===== src/shared/sgcf_defs.svh =====
// constants for the serial gated clock fan-out
`ifndef SGCF_DEFS_SVH
`define SGCF_DEFS_SVH
`define SGCF_NUM_OUT 10
`define SGCF_DEV_ADDR 7'h69
`define SGCF_NUM_BYTES 3
`define SGCF_GATE_RESET 8'hFF
`define SGCF_LOW_LSB 0
`define SGCF_MID_LSB 4
`define SGCF_HIGH_LSB 6
`define SGCF_SYNC_STAGES 2
`define SGCF_SYNC_RESET 4'h3
`endif


===== src/shared/sgcf_pkg.sv =====
// types for the serial gated clock fan-out
package sgcf_pkg;
    typedef enum logic [2:0] {
        SGCF_IDLE = 3'b000,
        SGCF_ADDR = 3'b001,
        SGCF_AACK = 3'b010,
        SGCF_DATA = 3'b011,
        SGCF_DACK = 3'b100,
        SGCF_SKIP = 3'b101
    } sgcf_state_t;
endpackage


===== src/shared/sgcf_sync_if.sv =====
// interface carrying raw pins into the synchroniser and clean levels back
`timescale 1ns/1ps
`default_nettype none
interface sgcf_sync_if;
    logic [3:0] raw;
    logic [3:0] clean;
    modport sync (input raw, output clean);
    modport user (output raw, input clean);
endinterface
`default_nettype wire


===== src/design/sgcf_sync.sv =====
// two-flop synchroniser for the asynchronous pins
`timescale 1ns/1ps
`default_nettype none
`include "sgcf_defs.svh"
module sgcf_sync
    import sgcf_pkg::*;
#(
    parameter int WIDTH = 4,
    parameter logic [WIDTH-1:0] RST_VAL = '0
) (
    // clock and reset
    input wire logic clk,
    input wire logic sys_rst,
    input wire logic clk_en,
    // pins
    sgcf_sync_if.sync pins
);
    logic [WIDTH-1:0] meta;
    logic [WIDTH-1:0] stable;
    always_ff @(posedge clk or posedge sys_rst) begin
        if (sys_rst) begin
            meta <= RST_VAL;
            stable <= RST_VAL;
        end else if (clk_en) begin
            meta <= pins.raw;
            stable <= meta;
        end
    end
    assign pins.clean = stable;
endmodule
`default_nettype wire


===== src/design/sgcf_top.sv =====
// serial gated clock fan-out: two-wire write slave and gated clock outputs
//
// Functional notes
// - each of ten outputs repeats the reference clock when enabled.
// - global enable low puts every output in high impedance.
// - one configuration bit per output enables or disables it.
// - after power-up every output is enabled.
// - bytes go in order from byte 0; bits msb first.
// - slave answers address 1101001, msb first, then read/write bit 0 (write); a read is not acknowledged.
// - byte 0 bits 3..0 gate outputs 3..0.
// - byte 1 bits 7..4 gate outputs 7..4.
// - byte 2 bit 7 gates output 9, bit 6 output 8.
// - all gating bits reset to active.
`timescale 1ns/1ps
`default_nettype none
`include "sgcf_defs.svh"
module sgcf_top
    import sgcf_pkg::*;
#(
    parameter int NUM_OUT = `SGCF_NUM_OUT
) (
    // clock, reset, enable
    input wire logic clk,
    input wire logic sys_rst,
    input wire logic clk_en,
    // reference clock and global enable pins
    input wire logic ref_clk_pin,
    input wire logic out_enable_pin,
    // serial pins; data is open drain for acknowledge
    input wire logic serial_clk_pin,
    input wire logic serial_data_pin_in,
    output logic serial_data_pin_out,
    output logic serial_data_pin_oe,
    // buffered clock outputs, three-state as level plus enable
    output logic [NUM_OUT-1:0] clk_out,
    output logic [NUM_OUT-1:0] clk_out_oe
);
    // ------------------------------------------------------------
    // pin synchronisers
    // ------------------------------------------------------------
    sgcf_sync_if pins ();
    assign pins.raw = {out_enable_pin, ref_clk_pin, serial_data_pin_in, serial_clk_pin};
    // serial pins idle high, so their stages reset high: no false edge after reset
    sgcf_sync #(.WIDTH(4), .RST_VAL(`SGCF_SYNC_RESET)) u_sync (
        .clk(clk),
        .sys_rst(sys_rst),
        .clk_en(clk_en),
        .pins(pins)
    );
    wire logic scl_s = pins.clean[0];
    wire logic sda_s = pins.clean[1];
    wire logic ref_s = pins.clean[2];
    wire logic oe_s = pins.clean[3];

    // ------------------------------------------------------------
    // edge and condition detection
    // ------------------------------------------------------------
    logic scl_d;
    logic sda_d;
    logic ref_d;
    always_ff @(posedge clk or posedge sys_rst) begin
        if (sys_rst) begin
            scl_d <= 1'b1;
            sda_d <= 1'b1;
            ref_d <= 1'b0;
        end else if (clk_en) begin
            scl_d <= scl_s;
            sda_d <= sda_s;
            ref_d <= ref_s;
        end
    end
    wire logic scl_rise = scl_s & ~scl_d;
    wire logic scl_fall = ~scl_s & scl_d;
    wire logic start_cond = scl_s & scl_d & sda_d & ~sda_s;
    wire logic stop_cond = scl_s & scl_d & ~sda_d & sda_s;
    // a low reference level is the only safe window for gate changes
    wire logic ref_low = ~ref_s & ~ref_d;

    // ------------------------------------------------------------
    // serial write slave
    // ------------------------------------------------------------
    sgcf_state_t state;
    sgcf_state_t next_state;
    logic [7:0] shift;
    logic [2:0] bit_cnt;
    logic [1:0] byte_idx;
    logic ack_drive;
    logic [7:0] gate_low;
    logic [7:0] gate_mid;
    logic [7:0] gate_high;

    wire logic [7:0] shift_next = {shift[6:0], sda_s};
    wire logic last_bit = (bit_cnt == 3'd7);
    wire logic addr_hit = (shift_next[7:1] == `SGCF_DEV_ADDR) & ~shift_next[0];
    wire logic byte_done = scl_rise & last_bit;
    wire logic store_byte = (state == SGCF_DATA) & byte_done;

    always_comb begin
        next_state = state;
        unique case (state)
            SGCF_IDLE: next_state = SGCF_IDLE;
            SGCF_ADDR: begin
                if (byte_done) begin
                    next_state = addr_hit ? SGCF_AACK : SGCF_SKIP;
                end
            end
            SGCF_AACK: begin
                if (scl_fall & ack_drive) begin
                    next_state = SGCF_DATA;
                end
            end
            SGCF_DATA: begin
                if (byte_done) begin
                    next_state = SGCF_DACK;
                end
            end
            SGCF_DACK: begin
                if (scl_fall & ack_drive) begin
                    next_state = SGCF_DATA;
                end
            end
            SGCF_SKIP: next_state = SGCF_SKIP;
            default: next_state = SGCF_IDLE;
        endcase
        if (start_cond) begin
            next_state = SGCF_ADDR;
        end else if (stop_cond) begin
            next_state = SGCF_IDLE;
        end
    end

    always_ff @(posedge clk or posedge sys_rst) begin
        if (sys_rst) begin
            state <= SGCF_IDLE;
        end else if (clk_en) begin
            state <= next_state;
        end
    end

    always_ff @(posedge clk or posedge sys_rst) begin
        if (sys_rst) begin
            shift <= 8'h00;
            bit_cnt <= 3'd0;
        end else if (clk_en) begin
            if (start_cond || state == SGCF_AACK || state == SGCF_DACK) begin
                bit_cnt <= 3'd0;
            end else if (scl_rise) begin
                shift <= shift_next;
                bit_cnt <= bit_cnt + 3'd1;
            end
        end
    end

    // acknowledge: pull data low from the falling edge after the eighth bit
    // through the ninth clock pulse; released on the falling edge after it
    always_ff @(posedge clk or posedge sys_rst) begin
        if (sys_rst) begin
            ack_drive <= 1'b0;
        end else if (clk_en) begin
            if (start_cond || stop_cond) begin
                ack_drive <= 1'b0;
            end else if ((state == SGCF_AACK || state == SGCF_DACK) && scl_fall) begin
                ack_drive <= ~ack_drive;
            end
        end
    end

    // byte index ascends from byte 0 per transfer
    always_ff @(posedge clk or posedge sys_rst) begin
        if (sys_rst) begin
            byte_idx <= 2'd0;
        end else if (clk_en) begin
            if (start_cond) begin
                byte_idx <= 2'd0;
            end else if (store_byte && byte_idx != 2'd3) begin
                byte_idx <= byte_idx + 2'd1;
            end
        end
    end

    // ------------------------------------------------------------
    // configuration bytes
    // ------------------------------------------------------------
    // commit whole byte only
    always_ff @(posedge clk or posedge sys_rst) begin
        if (sys_rst) begin
            gate_low <= `SGCF_GATE_RESET;
            gate_mid <= `SGCF_GATE_RESET;
            gate_high <= `SGCF_GATE_RESET;
        end else if (clk_en && store_byte) begin
            // bytes past the third are accepted and dropped
            unique case (byte_idx)
                2'd0: gate_low <= shift_next;
                2'd1: gate_mid <= shift_next;
                2'd2: gate_high <= shift_next;
                2'd3: gate_low <= gate_low;
            endcase
        end
    end

    wire logic [3:0] gate_grp_low = gate_low[`SGCF_LOW_LSB +: 4];
    wire logic [3:0] gate_grp_mid = gate_mid[`SGCF_MID_LSB +: 4];
    wire logic [1:0] gate_grp_high = gate_high[`SGCF_HIGH_LSB +: 2];
    wire logic [9:0] gate_map = {gate_grp_high, gate_grp_mid, gate_grp_low};

    // ------------------------------------------------------------
    // gated outputs
    // ------------------------------------------------------------
    logic [NUM_OUT-1:0] gate_live;
    // gate changes only while reference low
    always_ff @(posedge clk or posedge sys_rst) begin
        if (sys_rst) begin
            gate_live <= '1;
        end else if (clk_en && ref_low) begin
            gate_live <= gate_map[NUM_OUT-1:0];
        end
    end

    // global enable drives three-state
    // outputs lag the pin by the synchroniser depth plus the output register; frequency is kept
    always_ff @(posedge clk or posedge sys_rst) begin
        if (sys_rst) begin
            clk_out <= '0;
            clk_out_oe <= '0;
            serial_data_pin_out <= 1'b0;
            serial_data_pin_oe <= 1'b0;
        end else if (clk_en) begin
            clk_out <= {NUM_OUT{ref_s}} & gate_live;
            clk_out_oe <= {NUM_OUT{oe_s}};
            serial_data_pin_out <= 1'b0;
            serial_data_pin_oe <= ack_drive;
        end
    end
endmodule
`default_nettype wire


===== config.mk =====
export PLATFORM = sky130hd
export DESIGN_NAME = sgcf_top
export DESIGN_NICKNAME = d
export VERILOG_FILES = /design/src/shared/sgcf_pkg.sv /design/src/shared/sgcf_sync_if.sv /design/src/design/sgcf_sync.sv /design/src/design/sgcf_top.sv
export VERILOG_INCLUDE_DIRS = /design/src /design/src/shared
export SDC_FILE = /design/constraint.sdc
export NUM_CORES = 1
export LEC_CHECK = 0
export ABC_AREA = 1
export BUFFER_PORTS_ARGS = -buffer_cell sky130_fd_sc_hd__buf_2
export CAP_MARGIN = 20
export CELL_PAD_IN_SITES_DETAIL_PLACEMENT = 0
export CELL_PAD_IN_SITES_GLOBAL_PLACEMENT = 1
export CORE_ASPECT_RATIO = 0.6
export CORE_MARGIN = 5
export CORE_UTILIZATION = 48
export DETAILED_ROUTE_END_ITERATION = 10
export PLACE_DENSITY_LB_ADDON = 0.2
export SYNTH_ARGS = -nofsm -noshare
export SYNTH_HDL_FRONTEND = slang
export SYNTH_SLANG_ARGS = --single-unit

===== constraint.sdc =====
create_clock -name clk -period 3.1 [get_ports clk]
set_clock_uncertainty 0.05 [all_clocks]
set_input_delay 0.31 -clock clk [delete_from_list [all_inputs] [get_ports clk]]
set_output_delay 0.31 -clock clk [all_outputs]
set_load 0.02 [all_outputs]

==> metrics.txt <==
RSZ-0062 raised after global routing false; Layout Cells excl Fill 401; pwr/cell area 731.3 nW/um^2; Req. time, crit path 3310 ps; Post-synth EDFFs 0; Internal Power 1.553 mW; worst vdd ir 377.9 uV; post_cts resized 0; routability cong. 0.7683; total negative setup slack 0 ps; CP Launch Type flop; Yosys warning count 0; Worst path max stage delay 390 ps; RR Startpoint bit_cnt[0]; Root Driver clkbuf_8; Post-DRT Antenna Nets 0; Clock Path Buffers 2; core box area 5570 sq um; final hold slack 9.607 ps; post-placement cell count 385; synth unique cells 29; TritonRoute pass-1 iters 4; Final Hold Vio Count 0; I/O pin count 29; fraction of layout cells with a size suffix above 1 34.89%; vias in the first global route 1767; wire length per cell 13.78 microns; commonest non-fill, non-tap cell in the layout nand2_1; Synth area leaders dfrtp_1, dfstp_2, nand2_1; Top delay family on crit path simple AND/OR/NAND/NOR gates; Layout Nets 329; commonest non-fill, non-tap cells in the layout nand2_1, dfrtp_1, buf_2; CTS hold repair buffers 0; die span in y 68.71 microns; worst-path cell chain ha_1, ha_1, nand4_2, nor2_4, nand2_2, o21ai_1; CP bufs+invs 0; most used cell, CP ha_1; total power 2.285 mW; post-synthesis adder-cell area fraction 2.722%; ys async rst share 100.0%; die area 7410 sq um; area leader, netlist dfrtp_1; status complete, no violations; GRT overflow 0; mux share of post-synthesis cell area 4.083%; fin area 3124 sq um; Tot GR Track Use 16.92%; input/output buffers 27; placed cell areas 2897 sq um; syn_area_per_cell 9.444 sq um; Final min period 1598 ps; max_slew headroom 49.18%; slowest CP cell dfrtp_1; clock share of power 34.8%; Synth Area in Simple Gates 21.96%; Synth Area in XOR/XNOR 0.3176%; initial DRC count 107; pin count of the biggest net entering global routing 35; vias 1895; Worst-Skew Late Latency 340 ps; Sequential Power Share 43.6%; WP data arrival 1810 ps; total wire length 5.527 mm; Setup Buffers After CTS 0; critical path endpoint category flop; DP HPWL 4.062 mm; crit path from bit_cnt[0]; Setup CP Type flop to flop; leak pwr 1.607 nW; CTS Buf Count 9; first-pass GRT wire length 9.163 mm; fin crit share 51.55%; ANT cells 0; Logic pwr share 21.6%; Crit Path Max Fanout 4; initial antenna violation count 0; synthesized area 2758 sq um; Synth Area in Compound Gates 7.940%; max-slew violation count 0; Worst Tran Pin Value 761.4 ps; H-tree Lvls 3; DRC 0; fmax 0.6258 GHz; CTS sink cnt 59; initial core utilization 49.51%; Hold Crit Class input port to async pin; Synth-to-Final Area Change 13.29%; Synth Register Bits 59; ys flop type dfrtp_1; Yosys top cell area share 29.95%; Clock Pin Slew Worst Setup and Hold Paths 70 ps; Rows 21; main combinational cell family by area after synthesis simple AND/OR/NAND/NOR gates; final setup vio count 0; post-synthesis sequential area ratio 54.72%; Switching Fraction 32.05%; Via density 4.726; Die Wd 107.9 microns; syn nets 305; max-cap check violation count 0; sw power 732.2 uW; CTS tree yes; cell count after synthesis 292
-- cells in the mapped netlist, types with 2 or more instances --
cell type and count:
inv_2 4, o21ai_2 8, nand2_4 3, nand4_1 2, o21ai_1 11, mux2_2 10
nand2_2 10, dfstp_2 26, o21ai_0 9, dfrtp_1 33, inv_1 24, buf_2 2
nand3_1 20, ha_1 6, nor2_1 8, a21oi_1 5, nand2_1 87, clkbuf_1 3
buf_4 11
-- kinds of logic (layout without fill, tap and decap cells) --
family / after synthesis / count (layout)
compound gates: 36 / 36
xor+xnor: 1 / 1
fa+ha+maj: 6 / 6
buf+inv: 45 / 74
flops: 59 / 59
mux: 10 / 10
other cells: 1 / 1
simple gates: 134 / 134
-- path summary, 6_finish.rpt --
kind / to / slack (ps) / cells past startpoint
max: gate_high[7] / 1500 / 6
min: clk_out[6] / 10 / 2
max reg2reg: gate_high[7] / 1500 / 6
min reg2reg: u_sync.meta[0] / 410 / 2
max in group asynchronous: gate_mid[5] / 2260 / 3
min in group clk: u_sync.meta[2] / 120 / 3
-- state kept, by name, summed over array words and instances, names as in the netlist, 2 cells and up --
signal / count
clk_out: 10
gate_live: 10
shift: 7
gate_low: 4
gate_mid: 4
u_sync.meta: 4
u_sync.pins.clean: 4
bit_cnt: 3
state: 3
byte_idx: 2
gate_high: 2
-- layout make-up --
type | instances | area, sq um
inverters | 28 | 105.1
clock inverters | 4 | 72.57
well taps | 80 | 100.1
repair buffers | 30 | 157.7
multi-input cells | 188 | 1025
clock buffers | 12 | 155.1
flip-flops and latches | 59 | 1509
fillers | 524 | 2446
-- power by group through the flow --
stage	sequential (mW)	clock (mW)	combinational [mW]
floorplan	0.988	0	0.412
global placement	1.00	0	0.493
detailed placement	1.01	0	0.494
CTS	0.996	0.813	0.497
global route	1.01	0.855	0.562
finish	0.995	0.795	0.494
-- worst reg2reg max path: cells and delay by family, from the launching register on --
kind	cells	cell delay, ps
simple gates	3	560
flops	1	390
fa+ha+maj	2	360
compound gates	1	170
-- layer usage --
layer / wire [microns] / part of all wire [%] / global-route usage (%) / up-vias
li1: - / - / - / 971
met1: 3153 / 57 / 26.60 / 872
met2: 1958 / 35 / 20.20 / 43
met3: 340 / 6.2 / 5.767 / 9
met4: 75 / 1.4 / 7.087 / 0
met5: 0 / 0 / 0 / -
-- stage by stage --
step | setup slack, ps | utilization [%]
finish | 1502 | 56.09
global placement | 1236 | 52.00
floorplan | 1327 | -
detailed placement | 1197 | 52.00
CTS | 1489 | 56.09
global route | 1343 | 56.09
(Power assumes the default switching activity.)
